### config.mk
export PLATFORM = sky130hd
export DESIGN_NAME = usr_core
export DESIGN_NICKNAME = d
export VERILOG_FILES = /design/src/hdl/usr_core.v
export VERILOG_INCLUDE_DIRS = /design/src /design/src/hdl
export SDC_FILE = /design/constraint.sdc
export NUM_CORES = 1
export LEC_CHECK = 0
export BUFFER_PORTS_ARGS = -buffer_cell sky130_fd_sc_hd__buf_4
export CORE_ASPECT_RATIO = 2
export CORE_UTILIZATION = 61
export CTS_CLUSTER_SIZE = 16
export DETAILED_ROUTE_END_ITERATION = 8
export HOLD_SLACK_MARGIN = 0.08
export MAX_ROUTING_LAYER = met4
export PLACE_DENSITY = 0.8
export RECOVER_POWER = 100
export SLEW_MARGIN = 0
export SYNTH_ARGS = -nofsm -noshare
export SYNTH_HDL_FRONTEND = slang
export SYNTH_SLANG_ARGS = --single-unit
### constraint.sdc
create_clock -name clk_sys_i -period 2.54 [get_ports clk_sys_i]
set_input_delay 0.508 -clock clk_sys_i [delete_from_list [all_inputs] [get_ports clk_sys_i]]
set_output_delay 0.508 -clock clk_sys_i [all_outputs]
set_load 0.01 [all_outputs]
### src/hdl/usr_defines.vh
// constants for the serial receive-status and transmit sequencer block
// assumes the includer sets timescale and nettype itself
`ifndef USR_DEFINES_VH
`define USR_DEFINES_VH

// ----------------------------------------------------------------------
// register offsets on the plain register port
// ----------------------------------------------------------------------
`define USR_OFS_DATA 3'h0
`define USR_OFS_RSTAT 3'h1
`define USR_OFS_TSTAT 3'h2
`define USR_OFS_CTRL 3'h3
`define USR_OFS_SYNC 3'h4

// ----------------------------------------------------------------------
// receive_status bit positions
// ----------------------------------------------------------------------
`define USR_RS_BF 7
`define USR_RS_OE 6
`define USR_RS_PE 5
`define USR_RS_FE 4
`define USR_RS_FSB 3
`define USR_RS_MCIP 2
`define USR_RS_SS 1
`define USR_RS_RE 0

// ----------------------------------------------------------------------
// transmit_status bit positions
// ----------------------------------------------------------------------
`define USR_TS_BE 7
`define USR_TS_UE 6
`define USR_TS_AT 5
`define USR_TS_END 4
`define USR_TS_BRK 3
`define USR_TS_TE 0

// ----------------------------------------------------------------------
// control bit positions
// ----------------------------------------------------------------------
`define USR_CT_SYNC 0
`define USR_CT_RXERR 1
`define USR_CT_TXBUF 2
`define USR_CT_TXERR 3
`define USR_CT_RXFULL 4

// ----------------------------------------------------------------------
// reset values and state codes
// ----------------------------------------------------------------------
`define USR_BYTE_ZERO 8'h00
`define USR_CNT_ZERO 4'h0
`define USR_CNT_ONE 4'h1
`define USR_RX_IDLE 2'h0
`define USR_RX_DATA 2'h1
`define USR_RX_STOP 2'h2
`define USR_TX_IDLE 2'h0
`define USR_TX_DATA 2'h1
`define USR_TX_STOP 2'h2
`define USR_TX_BRK 2'h3

`endif

### src/hdl/usr_core.v
// serial receive-status flags and transmit sequencer, one clock domain
// assumes link clocks and serial input are asynchronous pins that are
// synchronised here; 1x bit clock, 8-bit words, lsb first
`timescale 1ns/100ps
`default_nettype none
`include "usr_defines.vh"

module usr_core #(
  parameter DW = 8
) (
  // clock and reset
  input wire clk_sys_i,
  input wire resetn_i,
  // register port
  input wire [2:0] addr_i,
  input wire [7:0] wdata_i,
  input wire wr_i,
  input wire rd_i,
  output reg [7:0] rdata_o,
  // serial link
  input wire rx_clk_i,
  input wire tx_clk_i,
  input wire ser_in_i,
  output reg ser_out_o,
  // interrupt channels
  output reg rx_full_int_o,
  output reg rx_err_int_o,
  output reg tx_empty_int_o,
  output reg tx_err_int_o
);

  // ----------------------------------------------------------------------
  // pin synchronisers and link clock edge finders
  // ----------------------------------------------------------------------
  reg [2:0] rxc_r;
  reg [2:0] txc_r;
  reg [1:0] si_r;
  wire rx_edge = rxc_r[1] & ~rxc_r[2];
  wire tx_edge = txc_r[1] & ~txc_r[2];
  wire si = si_r[1];

  // first stage read only by second; third stage only for the edge
  always @(posedge clk_sys_i) begin
    if (!resetn_i) begin
      rxc_r <= 3'h0;
      txc_r <= 3'h0;
      si_r <= 2'h3;
    end else begin
      rxc_r <= {rxc_r[1:0], rx_clk_i};
      txc_r <= {txc_r[1:0], tx_clk_i};
      si_r <= {si_r[0], ser_in_i};
    end
  end

  // ----------------------------------------------------------------------
  // bus decode
  // ----------------------------------------------------------------------
  wire wr_data = wr_i & (addr_i == `USR_OFS_DATA);
  wire wr_rs = wr_i & (addr_i == `USR_OFS_RSTAT);
  wire wr_ts = wr_i & (addr_i == `USR_OFS_TSTAT);
  wire wr_ct = wr_i & (addr_i == `USR_OFS_CTRL);
  wire wr_sc = wr_i & (addr_i == `USR_OFS_SYNC);
  wire rd_data = rd_i & (addr_i == `USR_OFS_DATA);
  wire rd_rs = rd_i & (addr_i == `USR_OFS_RSTAT);
  wire rd_ts = rd_i & (addr_i == `USR_OFS_TSTAT);

  reg [7:0] ctrl_r;
  reg [7:0] sync_r;
  wire sync_mode = ctrl_r[`USR_CT_SYNC];

  // control and sync character registers
  always @(posedge clk_sys_i) begin
    if (!resetn_i) begin
      ctrl_r <= `USR_BYTE_ZERO;
      sync_r <= `USR_BYTE_ZERO;
    end else begin
      if (wr_ct)
        ctrl_r <= wdata_i;
      if (wr_sc)
        sync_r <= wdata_i;
    end
  end

  // ----------------------------------------------------------------------
  // transmitter state
  // ----------------------------------------------------------------------
  reg [1:0] tst_r;
  reg [7:0] tsh_r;
  reg [7:0] tbuf_r;
  reg [3:0] tcnt_r;
  reg be_r, ue_r, at_r, end_r, brk_r, te_r, first_r, wend_r;
  reg txb_ev_r, txe_ev_r;
  // tx disable under auto turnaround, seen by the receiver
  wire te_off = wr_ts & ~wdata_i[`USR_TS_TE] & te_r;
  wire at_off = te_off & at_r;

  // ----------------------------------------------------------------------
  // receiver state
  // ----------------------------------------------------------------------
  reg [1:0] rst_r;
  reg [7:0] rsh_r;
  reg [7:0] rbuf_r;
  reg [3:0] rcnt_r;
  reg bf_r, oe_r, fe_r, fsb_r, m_r, cip_r, ss_r, re_r;
  reg brk_line_r, brk_ack_r, brk_pend_r, ovr_pend_r;
  reg rxf_ev_r, rxe_ev_r;

  // next shifter contents on a receive bit edge, lsb first
  wire [7:0] rsh_nxt = {si, rsh_r[7:1]};
  wire rx_sync_hit = (rsh_nxt == sync_r);

  // receive path: sampling, word completion and status flags
  always @(posedge clk_sys_i) begin : rx_proc
    reg wd;
    reg [7:0] wdat;
    reg wbrk, wfe;
    wd = 1'b0;
    wdat = rsh_r;
    wbrk = 1'b0;
    wfe = 1'b0;
    if (!resetn_i) begin
      rst_r <= `USR_RX_IDLE;
      rsh_r <= `USR_BYTE_ZERO;
      rbuf_r <= `USR_BYTE_ZERO;
      rcnt_r <= `USR_CNT_ZERO;
      {bf_r, oe_r, fe_r, fsb_r, m_r, cip_r, ss_r, re_r} <= `USR_BYTE_ZERO;
      {brk_line_r, brk_ack_r, brk_pend_r, ovr_pend_r} <= 4'h0;
      rxf_ev_r <= 1'b0;
      rxe_ev_r <= 1'b0;
    end else if (!re_r) begin
      // receiver off: state idle, all flags except ss cleared
      rst_r <= `USR_RX_IDLE;
      rcnt_r <= `USR_CNT_ZERO;
      {bf_r, oe_r, fe_r, fsb_r, m_r, cip_r} <= 6'h00;
      {brk_line_r, brk_ack_r, brk_pend_r, ovr_pend_r} <= 4'h0;
      rxf_ev_r <= 1'b0;
      rxe_ev_r <= 1'b0;
      if (at_off) begin
        re_r <= 1'b1; // turnaround hands the line over
      end else if (wr_rs) begin
        ss_r <= wdata_i[`USR_RS_SS];
        re_r <= wdata_i[`USR_RS_RE];
      end
    end else begin
      rxf_ev_r <= 1'b0;
      rxe_ev_r <= 1'b0;
      // bit sampling on the receive clock
      if (rx_edge) begin
        if (si)
          brk_line_r <= 1'b0; // a one ends a break
        if (sync_mode) begin
          rsh_r <= rsh_nxt;
          if (!fsb_r) begin
            // search: compare every bit, counter held
            rcnt_r <= `USR_CNT_ZERO;
            if (rx_sync_hit) begin
              fsb_r <= 1'b1;
              rxe_ev_r <= 1'b1;
            end
          end else if (rcnt_r == DW - 1) begin
            rcnt_r <= `USR_CNT_ZERO;
            wd = 1'b1;
            wdat = rsh_nxt;
          end else begin
            rcnt_r <= rcnt_r + `USR_CNT_ONE;
          end
        end else begin
          case (rst_r)
            `USR_RX_IDLE: begin
              if (!si) begin
                cip_r <= 1'b1; // start bit seen
                rcnt_r <= `USR_CNT_ZERO;
                rst_r <= `USR_RX_DATA;
              end
            end
            `USR_RX_DATA: begin
              rsh_r <= rsh_nxt;
              rcnt_r <= rcnt_r + `USR_CNT_ONE;
              if (rcnt_r == DW - 1)
                rst_r <= `USR_RX_STOP;
            end
            `USR_RX_STOP: begin
              cip_r <= 1'b0;
              rst_r <= `USR_RX_IDLE;
              wd = 1'b1;
              wbrk = ~si & (rsh_r == `USR_BYTE_ZERO);
              wfe = ~si & (rsh_r != `USR_BYTE_ZERO);
            end
            default: begin
              rst_r <= `USR_RX_IDLE;
            end
          endcase
        end
      end
      // reading the buffer releases it and posts pending events
      if (rd_data && bf_r) begin
        bf_r <= 1'b0;
        if (brk_pend_r || ovr_pend_r) begin
          fsb_r <= brk_pend_r;
          oe_r <= ovr_pend_r;
          rxe_ev_r <= 1'b1;
        end
        brk_pend_r <= 1'b0;
        ovr_pend_r <= 1'b0;
      end
      // a status read acknowledges a pending break flag
      if (rd_rs && fsb_r && !sync_mode)
        brk_ack_r <= 1'b1;
      // break flag release and end-of-break interrupt
      if (!sync_mode && fsb_r && !brk_line_r && brk_ack_r && !wd) begin
        fsb_r <= 1'b0;
        brk_ack_r <= 1'b0;
        rxe_ev_r <= 1'b1;
      end
      // completed word: strip, overrun, break or load
      if (wd) begin
        if (wbrk) begin
          brk_line_r <= 1'b1;
          if (bf_r && !rd_data) begin
            brk_pend_r <= 1'b1; // no overrun for a break
          end else begin
            fsb_r <= 1'b1;
            brk_ack_r <= 1'b0;
            fe_r <= 1'b0;
            rxe_ev_r <= 1'b1;
          end
        end else if (sync_mode && ss_r && (wdat == sync_r)) begin
          // stripped: no load, no full condition
        end else if (bf_r && !rd_data) begin
          ovr_pend_r <= 1'b1; // flags stay frozen
        end else begin
          rbuf_r <= wdat;
          bf_r <= 1'b1;
          oe_r <= 1'b0;
          fe_r <= wfe;
          m_r <= sync_mode & (wdat == sync_r);
          if (wfe)
            rxe_ev_r <= 1'b1;
          else
            rxf_ev_r <= 1'b1;
        end
      end
      // software access to the writable status bits
      if (wr_rs) begin
        ss_r <= wdata_i[`USR_RS_SS];
        re_r <= wdata_i[`USR_RS_RE];
        if (sync_mode)
          fsb_r <= wdata_i[`USR_RS_FSB];
      end
    end
  end

  // transmit path: buffer, shifter, break and underrun sequencing
  always @(posedge clk_sys_i) begin
    if (!resetn_i) begin
      tst_r <= `USR_TX_IDLE;
      tsh_r <= `USR_BYTE_ZERO;
      tbuf_r <= `USR_BYTE_ZERO;
      tcnt_r <= `USR_CNT_ZERO;
      {be_r, ue_r, at_r, end_r, brk_r, te_r, first_r, wend_r} <= 8'h80;
      txb_ev_r <= 1'b0;
      txe_ev_r <= 1'b0;
      ser_out_o <= 1'b1;
    end else begin
      txb_ev_r <= 1'b0;
      txe_ev_r <= 1'b0;
      // status read clears underrun; placed first so a set wins
      if (rd_ts)
        ue_r <= 1'b0;
      if (tx_edge) begin
        case (tst_r)
          `USR_TX_IDLE: begin
            wend_r <= 1'b0;
            if (!te_r) begin
              // stopped; no underrun on the last word
              ser_out_o <= 1'b1;
              if (!end_r)
                txe_ev_r <= 1'b1;
              end_r <= 1'b1;
            end else if (first_r) begin
              ser_out_o <= 1'b1; // lead-in one bit
              first_r <= 1'b0;
            end else if (brk_r && !sync_mode) begin
              ser_out_o <= 1'b0; // break waits for word end
              tcnt_r <= `USR_CNT_ONE;
              tst_r <= `USR_TX_BRK;
            end else if (!be_r) begin
              be_r <= 1'b1;
              txb_ev_r <= 1'b1;
              tst_r <= `USR_TX_DATA;
              if (sync_mode) begin
                ser_out_o <= tbuf_r[0];
                tsh_r <= {1'b0, tbuf_r[7:1]};
                tcnt_r <= `USR_CNT_ONE;
              end else begin
                ser_out_o <= 1'b0;
                tsh_r <= tbuf_r;
                tcnt_r <= `USR_CNT_ZERO;
              end
            end else begin
              if (wend_r && !ue_r) begin
                ue_r <= 1'b1;
                txe_ev_r <= 1'b1;
              end
              if (sync_mode) begin
                // idle fill with the sync character
                ser_out_o <= sync_r[0];
                tsh_r <= {1'b0, sync_r[7:1]};
                tcnt_r <= `USR_CNT_ONE;
                tst_r <= `USR_TX_DATA;
              end else begin
                ser_out_o <= 1'b1; // mark
              end
            end
          end
          `USR_TX_DATA: begin
            ser_out_o <= tsh_r[0];
            tsh_r <= {1'b0, tsh_r[7:1]};
            tcnt_r <= tcnt_r + `USR_CNT_ONE;
            if (tcnt_r == DW - 1) begin
              tst_r <= sync_mode ? `USR_TX_IDLE : `USR_TX_STOP;
              wend_r <= sync_mode;
            end
          end
          `USR_TX_STOP: begin
            ser_out_o <= 1'b1;
            tst_r <= `USR_TX_IDLE;
            wend_r <= 1'b1;
          end
          `USR_TX_BRK: begin
            tcnt_r <= tcnt_r + `USR_CNT_ONE;
            if (tcnt_r == DW) begin
              // character boundary inside a break
              tcnt_r <= `USR_CNT_ZERO;
              txe_ev_r <= 1'b1; // end interrupt
              if (!te_r) begin
                // stop with no stop bit, buffer kept
                ser_out_o <= 1'b1;
                end_r <= 1'b1;
                tst_r <= `USR_TX_IDLE;
              end else if (!brk_r) begin
                ser_out_o <= 1'b1;
                tst_r <= `USR_TX_STOP; // then buffer or underrun
              end else begin
                ser_out_o <= 1'b0;
              end
            end else begin
              ser_out_o <= 1'b0;
            end
          end
          default: begin
            tst_r <= `USR_TX_IDLE;
          end
        endcase
      end
      // data write loads the buffer after any move this cycle
      if (wr_data) begin
        tbuf_r <= wdata_i;
        be_r <= 1'b0;
      end
      if (wr_ts) begin
        at_r <= wdata_i[`USR_TS_AT];
        brk_r <= wdata_i[`USR_TS_BRK];
        te_r <= wdata_i[`USR_TS_TE];
        if (wdata_i[`USR_TS_TE] && !te_r) begin
          first_r <= 1'b1;
          end_r <= 1'b0;
        end
        if (!wdata_i[`USR_TS_TE])
          ue_r <= 1'b0;
      end
    end
  end

  // ----------------------------------------------------------------------
  // interrupt channel outputs and read data
  // ----------------------------------------------------------------------
  wire err_on = ctrl_r[`USR_CT_RXERR];
  wire [7:0] rs_view = {bf_r, oe_r, 1'b0, fe_r, fsb_r,
                        (sync_mode ? m_r : cip_r), ss_r, re_r};
  wire [7:0] ts_view = {be_r, ue_r, at_r, end_r, brk_r, 2'h0, te_r};

  // errors go to the full channel when the error channel is off
  always @(posedge clk_sys_i) begin
    if (!resetn_i) begin
      rx_full_int_o <= 1'b0;
      rx_err_int_o <= 1'b0;
      tx_empty_int_o <= 1'b0;
      tx_err_int_o <= 1'b0;
      rdata_o <= `USR_BYTE_ZERO;
    end else begin
      rx_err_int_o <= rxe_ev_r & err_on;
      rx_full_int_o <= ctrl_r[`USR_CT_RXFULL] &
                       (rxf_ev_r | (rxe_ev_r & ~err_on));
      tx_empty_int_o <= txb_ev_r & ctrl_r[`USR_CT_TXBUF];
      tx_err_int_o <= txe_ev_r & ctrl_r[`USR_CT_TXERR];
      rdata_o <= `USR_BYTE_ZERO;
      if (rd_i) begin
        case (addr_i)
          `USR_OFS_DATA: rdata_o <= rbuf_r;
          `USR_OFS_RSTAT: rdata_o <= rs_view;
          `USR_OFS_TSTAT: rdata_o <= ts_view;
          `USR_OFS_CTRL: rdata_o <= ctrl_r;
          `USR_OFS_SYNC: rdata_o <= sync_r;
          default: rdata_o <= `USR_BYTE_ZERO;
        endcase
      end
    end
  end

endmodule

`default_nettype wire

==> results of run 1 <==
-- cells by family (layout without fill, tap and decap cells) --
kind of cell             Yosys count  count (layout)  share of synthesized area, %
multiplexers                      50              50                          9.81
XOR/XNOR                          11              11                          1.85
flip-flops                       105             105                          40.4
buffers and inverters             60              82                          4.81
AND/OR/NAND/NOR                  250             250                          23.4
AO/OA/AOI/OAI                    146             146                          18.1
adder cells (fa/ha/maj)            7               7                          1.68
-- worst min-delay path by stage --
stage / from / end / slack (ns) / depth (start not counted)
2_1_floorplan: si_r[0] / si_r[1] / 0.39 / 1
3_5_place_dp: si_r[0] / si_r[1] / 0.41 / 1
6_report: ser_in_i / si_r[0] / 0.34 / 2
4_1_cts: ser_in_i / si_r[0] / 0.34 / 2
5_1_grt: ser_in_i / si_r[0] / 0.36 / 2
3_3_place_gp: si_r[0] / si_r[1] / 0.42 / 1
-- sequential cells by signal (all words and copies together), names as in the netlist, 3 cells and up, named ones only --
register,count
tcnt_r,4
tbuf_r,8
txc_r,3
tsh_r,8
rbuf_r,8
sync_r,8
ctrl_r,8
rcnt_r,4
rdata_o,8
rxc_r,3
rsh_r,8
-- critical path: cells and delay by family, from the launching register on --
family          cells  cell delay [ns]
compound gates      1             0.15
buf+inv             1             0.21
mux                 1             0.24
flops               1             0.39
simple gates        4             1.27
-- placed cells by master, fill, tap and decap left out, drive strengths merged, types with 8 or more instances in the layout --
cell	instances
a21oi	64
a22oi	10
and2	12
buf	28
clkbuf	30
dfxtp	105
inv	20
mux2	8
mux2i	42
nand2	93
nand2b	9
nor2	67
nor2b	11
nor3	13
o211ai	9
o21ai	20
-- final cells by class --
cell class	instances	area, um2
timing repair buffer	48	288
tap	98	123
sequential	105	2100
fill	703	2590
inverter	18	67.6
clock buffer	10	239
clock inverter	6	40.0
multi-input combinational	464	2840
-- through the flow --
stage	hold WS, ns	setup slack (ns)
2_1_floorplan	0.386	0.521
3_3_place_gp	0.417	0.336
3_5_place_dp	0.410	0.185
4_1_cts	0.339	0.171
5_1_grt	0.359	0.0765
6_report	0.338	0.231
-- power by group --
group / total (uW) / internal [uW] / switching, uW / leakage, uW
clock network: 1330 / 694 / 639 / 0.000139
logic: 176 / 63.4 / 113 / 0.00122
registers: 1690 / 1660 / 21.4 / 0.000849
-- layer usage --
| metal | vias to the layer above | global-route usage (%) | routed length, um |
|---|---|---|---|
| met3 | 64 | 7.24 | 618 |
| met1 | 2210 | 35.9 | 5160 |
| met2 | 165 | 59.7 | 7530 |
| li1 | 2223 | - | - |
| met4 | 0 | 25.8 | 975 |
| met5 | - | - | 0 |
==> results.json, run 1 <==
{
  "outcome": "completed",
  "yosysMostFrequentCell": "dfxtp_1",
  "grt.total_usage_pct": 36.1,
  "yosys_warnings": 0,
  "min_path_type": "input port to register",
  "dr.pass1.iters": 5,
  "clock_latency_ns": 0.35,
  "finalCriticalPeriod_ns": 2.31,
  "yosys_register_bits": 105,
  "avgRoutedWirePerCell_um": 19.1,
  "vias": 4662,
  "grt_antenna_before_repair": 0,
  "p_leak_uw": 0.00221,
  "cts.path.max_buffers": 2,
  "drive_gt1_share_pct": 9.98,
  "worstPathArrival_ns": 2.59,
  "ctsResizeCount": 0,
  "postPlaceCellArea_um2": 5500,
  "synthTopCellsByArea": "dfxtp_1 (40%), mux2i_1 (8.1%), nand2_1 (6.7%), a21oi_1 (6.2%), nor2_1 (4.8%)",
  "initial_core_util_pct": 62.7,
  "synth_edf_count": 0,
  "relSlewSlack_pct": 41.7,
  "final_net_count": 671,
  "crit_path_cell_trace": "buf_4 -> or3b_1 -> nor4_4 -> nor3_2 -> and2_4 -> o21ai_4 -> mux2i_1",
  "grt_pass1_wl_mm": 23.5,
  "final_area_um2": 5700,
  "end_kind": "register",
  "rsz0062_at_grt": "no",
  "p_per_area_nw_per_um2": 560,
  "syn_nets": 654,
  "fin_tns_setup_ns": 0,
  "worst_pin_slew_ns": 0.866,
  "grt_pass1_vias": 4735,
  "hold_violations": 0,
  "synth_top_area_share_pct": 40.4,
  "cts_tree": "yes",
  "ir_worst_vdd_mv": 0.442,
  "cts_sinks": 105,
  "totalPowerFinal_uw": 3200,
  "diodes": 0,
  "grt_max_degree": 29,
  "synthCells": 629,
  "cp_data_required_time_ns": 2.82,
  "skew_ns": 0.0102,
  "yosysTopAreaCell": "dfxtp_1",
  "slew_viol_final": 0,
  "rows": 47,
  "critPathSlowestCell": "or3b_1",
  "dp_hpwl_mm": 10.4,
  "clkTransAtPathRegs_ns": 0.07,
  "coreArea_um2": 8290,
  "numCtsBuffers": 9,
  "drv_cap": 0,
  "cp-endpoint": "rbuf_r[2]",
  "cts_setup_buffers": 0,
  "crit_start": "ctrl_r[0]",
  "ant_nets": 0,
  "critPathLaunchType": "register",
  "wl_mm": 14.3,
  "gp_congestion": 0.919,
  "cp_max_fo": 8,
  "die_h_um": 133,
  "fp.dieW_um": 67.3,
  "drtIter0Drc": 330,
  "r2r-end": "rbuf_r[2]",
  "viasPerCell": 6.22,
  "io_pins": 31,
  "synth_seq_area_share_pct": 40.4,
  "ys.flop_type": "dfxtp_1",
  "synth_commonest_cells": "dfxtp_1 (105), nand2_1 (93), nor2_1 (67), a21oi_1 (64), mux2i_1 (42)",
  "cts_max_level": 3,
  "dieArea_um2": 8920,
  "finalSetupViolCount": 0,
  "synth_cell_types": 64,
  "min_period_over_period_pct": 90.9,
  "path_class": "register to register",
  "rr_startpoint": "ctrl_r[0]",
  "hold_buffers": 0,
  "rr_worst_depth": 7,
  "drcViolationCount": 0,
  "cts_root_buf": "clkbuf_16",
  "dpl.cell_count": 733,
  "async_reset_ff_share_pct": 0,
  "regToRegSetupSlack_ns": 0.23,
  "fin_cells": 749,
  "synth.avg_cell_area_um2": 8.27,
  "io_buffer_count": 30,
  "critical_path.max_stage_delay_ns": 0.50,
  "gr-total-overflow": 0,
  "fin_util_pct": 68.8,
  "synthesis.area_um2": 5200,
  "area_delta_synth_final_pct": 9.60,
  "max_freq_mhz": 433
}
No activity file was read; power rests on OpenSTA's default activity.
==> run 2, diff against run 1 <==
--- a/config.mk
+++ b/config.mk
@@ -6,9 +6,11 @@
 export SDC_FILE = /design/constraint.sdc
 export NUM_CORES = 1
 export LEC_CHECK = 0
+export ABC_AREA = 1
 export BUFFER_PORTS_ARGS = -buffer_cell sky130_fd_sc_hd__buf_4
 export CORE_ASPECT_RATIO = 2
 export CORE_UTILIZATION = 61
+export CTS_CLUSTER_DIAMETER = 120
 export CTS_CLUSTER_SIZE = 16
 export DETAILED_ROUTE_END_ITERATION = 8
 export HOLD_SLACK_MARGIN = 0.08
==> results.json, run 2 <==
{
  "hold_violations": 0,
  "grt_antenna_before_repair": 0,
  "finalSetupViolCount": 0,
  "hold_start": "tx_clk_i",
  "rsz0062_at_grt": "no",
  "synth_commonest_cells": "nand2_1 (126), inv_1 (119), dfxtp_1 (105), a21oi_1 (73), nor2_1 (69)",
  "drtIter0Drc": 421,
  "end_kind": "register",
  "fp.dieW_um": 67.0,
  "r2r-end": "m_r",
  "initial_core_util_pct": 62.7,
  "path_class": "input port to register",
  "cts_max_level": 3,
  "fillers": 764,
  "synth_seq_area_share_pct": 40.7,
  "synth_top_area_share_pct": 40.7,
  "yosysMostFrequentCell": "nand2_1",
  "dieArea_um2": 8850,
  "min_path_type": "input port to register",
  "p_leak_uw": 0.00234,
  "final_net_count": 794,
  "totalPowerFinal_uw": 3270,
  "die_h_um": 132,
  "cp.buffers_inverters": 4,
  "final_area_um2": 5710,
  "rr_worst_depth": 12,
  "synthesis.area_um2": 5160,
  "cp_max_fo": 16,
  "cp_data_required_time_ns": 2.78,
  "drv_cap": 0,
  "final_cell_mix": "nand2_1 (127), inv_1 (119), dfxtp_1 (105), a21oi_1 (73), nor2_1 (70)",
  "skew_ns": 0.00746,
  "synth_edf_count": 0,
  "synth_cell_types": 42,
  "worst_pin_slew_ns": 0.590,
  "area_delta_synth_final_pct": 10.7,
  "fin_cells": 872,
  "p_per_area_nw_per_um2": 572,
  "synth.avg_cell_area_um2": 7.00,
  "postPlaceCellArea_um2": 5510,
  "cpMostUsedCell": "nor2_1",
  "io_pins": 31,
  "gr-total-overflow": 0,
  "grt_pass1_wl_mm": 25.5,
  "slew_viol_final": 0,
  "crit_path_cell_trace": "clkbuf_1 -> nor2_1 -> inv_2 -> nor2_1 -> inv_2 -> o21ai_4 -> inv_1 -> nor2_1 -> nand4_4 -> a21oi_1 -> nor2_1",
  "max_freq_mhz": 424,
  "cts_root_buf": "clkbuf_16",
  "rows": 47,
  "final_common_cell": "nand2_1",
  "cts.path.max_buffers": 2,
  "synthTopCellsByArea": "dfxtp_1 (41%), nand2_1 (9.2%), inv_1 (8.7%), a21oi_1 (7.1%), o21ai_0 (6.6%)",
  "synthCells": 737,
  "critical_path.max_stage_delay_ns": 0.42,
  "grt_max_degree": 39,
  "grt.total_usage_pct": 40.3,
  "min_to": "txc_r[0]",
  "dpl.cell_count": 856,
  "worstPathArrival_ns": 2.60,
  "finalWorstSetupSlack_ns": 0.180,
  "drive_gt1_share_pct": 6.98,
  "coreArea_um2": 8230,
  "clock_latency_ns": 0.35,
  "relSlewSlack_pct": 60.7,
  "outcome": "completed",
  "rr_startpoint": "rcnt_r[1]",
  "critPathSlowestCell": "nor2_1",
  "ant_nets": 0,
  "cts_setup_buffers": 0,
  "yosys_register_bits": 105,
  "dp_hpwl_mm": 12.1,
  "cts_tree": "yes",
  "ys.flop_type": "dfxtp_1",
  "regToRegSetupSlack_ns": 0.21,
  "vias": 5198,
  "cts_sinks": 105,
  "drcViolationCount": 0,
  "numCtsBuffers": 9,
  "syn_nets": 762,
  "dr.pass1.iters": 7,
  "path_delay_family": "simple AND/OR/NAND/NOR gates",
  "min_period_over_period_pct": 92.9,
  "io_buffer_count": 30,
  "avgRoutedWirePerCell_um": 18.4,
  "async_reset_ff_share_pct": 0,
  "diodes": 0,
  "viasPerCell": 5.96,
  "finalCriticalPeriod_ns": 2.36,
  "fin_tns_setup_ns": 0,
  "hold_depth": 3,
  "clkTransAtPathRegs_ns": 0.07,
  "yosysTopAreaCell": "dfxtp_1",
  "gp_congestion": 0.980,
  "pre_cts_ws_ns": 0.125,
  "yosys_warnings": 0,
  "critPathLaunchType": "input port",
  "wl_mm": 16.0,
  "ir_worst_vdd_mv": 0.457,
  "grt_pass1_vias": 5109
}
[run 2: cell count changes in the layout (fill, tap and decap cells not counted), moves of 10 or more]
cell      before  now
inv_1         18  119
o21ai_0       17   69
mux2i_1       41    0
nand2_1       93  127
nand3_1        7   32
nor2b_1       11    0
o211ai_1       8   18
[run 2: power by group]
part           total, uW  internal, uW  switching [uW]  leakage (uW)
Clock               1360           730             629      0.000144
Combinational        213          65.8             148       0.00134
Sequential          1690          1670            22.5      0.000850
[run 2: how the worst max path moves through the flow]
stage / startpoint / endpoint / cells past startpoint / slack, ns
after global routing: rcnt_r[1] / m_r / 16 / 0.05
after floorplan: addr_i[1] / rbuf_r[0] / 11 / 0.59
after detailed placement: addr_i[1] / rbuf_r[6] / 11 / 0.12
after CTS: rcnt_r[1] / rbuf_r[6] / 14 / 0.21
after global placement: addr_i[1] / rbuf_r[6] / 11 / 0.15
final: addr_i[1] / rbuf_r[6] / 11 / 0.18
[run 2: worst register-to-register path, delay by kind of cell (launching register included)]
family	cells	cell delay, ns
buffers and inverters	2	0.39
adders and majority gates	1	0.21
and+or+nand+nor	9	1.31
DFF	1	0.36
[run 2: stage by stage]
step           utilization, %  hold WS [ns]
2_1_floorplan               -         0.390
3_3_place_gp             66.9         0.396
3_5_place_dp             66.9         0.407
4_1_cts                  70.4         0.336
5_1_grt                  69.4         0.331
6_report                 69.4         0.339
[run 2: cell families (layout without fill, tap and decap cells)]
family / Yosys count / in the layout / share of synthesized area (%)
simple gates: 274 / 274 / 23.3
xor+xnor: 5 / 5 / 0.849
fa+ha+maj: 7 / 7 / 1.70
buf+inv: 144 / 181 / 10.8
compound gates: 202 / 202 / 22.6
flops: 105 / 105 / 40.7
[run 2: layer usage]
| metal | up-vias | wire (um) | global-route usage, % |
|---|---|---|---|
| met2 | 195 | 8550 | 67.8 |
| li1 | 2507 | - | - |
| met3 | 72 | 678 | 7.70 |
| met4 | 0 | 1110 | 26.8 |
| met1 | 2424 | 5700 | 40.0 |
| met5 | - | 0 | - |
[run 2: timing repair]
item | 4_1_cts | 5_1_grt
gates resized for setup | 0 | 1
hold buffers | 0 | 0
setup endpoints to repair | 0 | 5
[run 2: cell type report]
type / instances / area [um2] / share of cell area, %
Clock buffer: 12 / 256 / 4.49
Clock inverter: 4 / 35.0 / 0.613
Inverter: 122 / 458 / 8.01
Multi-Input combinational cell: 488 / 2500 / 43.7
Sequential cell: 105 / 2100 / 36.8
Tap cell: 98 / 123 / 2.15
Timing Repair Buffer: 43 / 244 / 4.27
==> run 3, diff against run 2 <==
==> constraint.sdc (replaced) <==
create_clock -name clk_sys_i -period 2.54 [get_ports clk_sys_i]
set_input_delay 0 -clock clk_sys_i [delete_from_list [all_inputs] [get_ports clk_sys_i]]
set_output_delay 0 -clock clk_sys_i [all_outputs]
set_load 0.01 [all_outputs]
==> results.json, run 3 (synthesized netlist as in run 2, its figures left out) <==
{
  "outcome": "completed",
  "drive_gt1_share_pct": 7.48,
  "relSlewSlack_pct": 33.0,
  "cts_max_level": 3,
  "max_freq_mhz": 429,
  "p_leak_uw": 0.00243,
  "diodes": 0,
  "cts_tree": "yes",
  "rsz0062_at_grt": "no",
  "grt_antenna_before_repair": 0,
  "worst_pin_slew_ns": 1.01,
  "dp_hpwl_mm": 12.3,
  "area_delta_synth_final_pct": 14.9,
  "viasPerCell": 5.94,
  "die_h_um": 132,
  "fin_cells": 887,
  "grt.total_usage_pct": 40.5,
  "cp_max_fo": 16,
  "slew_viol_final": 0,
  "crit_start": "addr_i[2]",
  "dieArea_um2": 8850,
  "drcViolationCount": 0,
  "final_cell_mix": "nand2_1 (126), inv_1 (118), dfxtp_1 (105), a21oi_1 (72), o21ai_0 (71)",
  "path_class": "input port to register",
  "ir_worst_vdd_mv": 0.381,
  "cts_sinks": 105,
  "hold_start": "addr_i[1]",
  "cts_root_buf": "clkbuf_16",
  "io_buffer_count": 30,
  "rows": 47,
  "rr_startpoint": "rcnt_r[0]",
  "skew_ns": 0.00346,
  "grt_pass1_vias": 5191,
  "critPathLaunchType": "input port",
  "gp_congestion": 0.987,
  "avgRoutedWirePerCell_um": 18.3,
  "grt_pass1_wl_mm": 25.7,
  "coreArea_um2": 8230,
  "ant_nets": 0,
  "dr.pass1.iters": 5,
  "grt_max_degree": 60,
  "wl_mm": 16.2,
  "p_per_area_nw_per_um2": 582,
  "vias": 5273,
  "end_kind": "register",
  "drtIter0Drc": 458,
  "clock_latency_ns": 0.35,
  "hold_violations": 0,
  "fin_tns_setup_ns": 0,
  "cts.path.max_buffers": 2,
  "finalSetupViolCount": 0,
  "min_period_over_period_pct": 91.7,
  "final_common_cell": "nand2_1",
  "initial_core_util_pct": 62.7,
  "clkTransAtPathRegs_ns": 0.07,
  "cp_data_required_time_ns": 2.78,
  "gr-total-overflow": 0,
  "dpl.cell_count": 853,
  "final_net_count": 810,
  "drv_cap": 0,
  "io_pins": 31,
  "worstPathArrival_ns": 2.57,
  "min_path_type": "input port to register",
  "fp.dieW_um": 67.0,
  "finalCriticalPeriod_ns": 2.33,
  "fin_util_pct": 72.0,
  "numCtsBuffers": 9
}
[run 3: final cells by class]
type | instances | area [um2]
flip-flops and latches | 105 | 2100
inverters | 122 | 458
well taps | 98 | 123
multi-input cells | 488 | 2500
clock inverters | 5 | 86.3
clock buffers | 10 | 239
repair buffers | 59 | 419
fillers | 699 | 2300
[run 3: report_power, final]
part	internal (uW)	total, uW	switching [uW]	leakage [uW]
Sequential	1670	1690	23.2	0.000850
Clock	896	1530	632	0.000160
Combinational	81.1	229	148	0.00142
Total	2650	3450	803	0.00243
[run 3: final timing paths]
path | to | slack (ns) | cells past startpoint
setup / recovery | rbuf_r[3] | 0.21 | 10
hold / removal | tbuf_r[0] | 0.15 | 6
setup reg to reg | oe_r | 0.29 | 16
hold reg to reg | tx_empty_int_o | 0.42 | 2
[run 3: worst max-delay path: stages]
cell and delay [ns]:
dlygate4sd3_1 0.54, clkbuf_1 0.16, nor2_1 0.40, inv_2 0.19, o21ai_4 0.24, inv_1 0.13
nor2_1 0.29, nand4_4 0.29, o21ai_0 0.26, nor2_1 0.06
[run 3: stage by stage]
step,cell area (um2),worst slack (ns),hold WS (ns),total power [uW]
after floorplan,5160,0.604,0.0976,1850
after global placement,5480,0.183,0.179,1940
after detailed placement,5480,0.0853,0.193,1940
after CTS,5980,0.0783,0.0818,3460
after global routing,5930,0.0449,0.193,3530
final,5930,0.212,0.146,3450
[run 3: routing by layer]
metal / vias to the layer above / wire length, um / global-route usage (%)
li1: 2541 / - / -
met1: 2408 / 5610 / 37.3
met2: 217 / 8300 / 65.1
met3: 107 / 742 / 9.95
met4: 0 / 1590 / 36.6
met5: - / 0 / -
[run 3: what timing repair did]
action / CTS / global route
resized for setup: 0 / 4
setup buffers: 0 / 2
endpoints found under the hold margin: 40 / 0
endpoints found under the setup margin: 0 / 13
hold buffers: 17 / 0
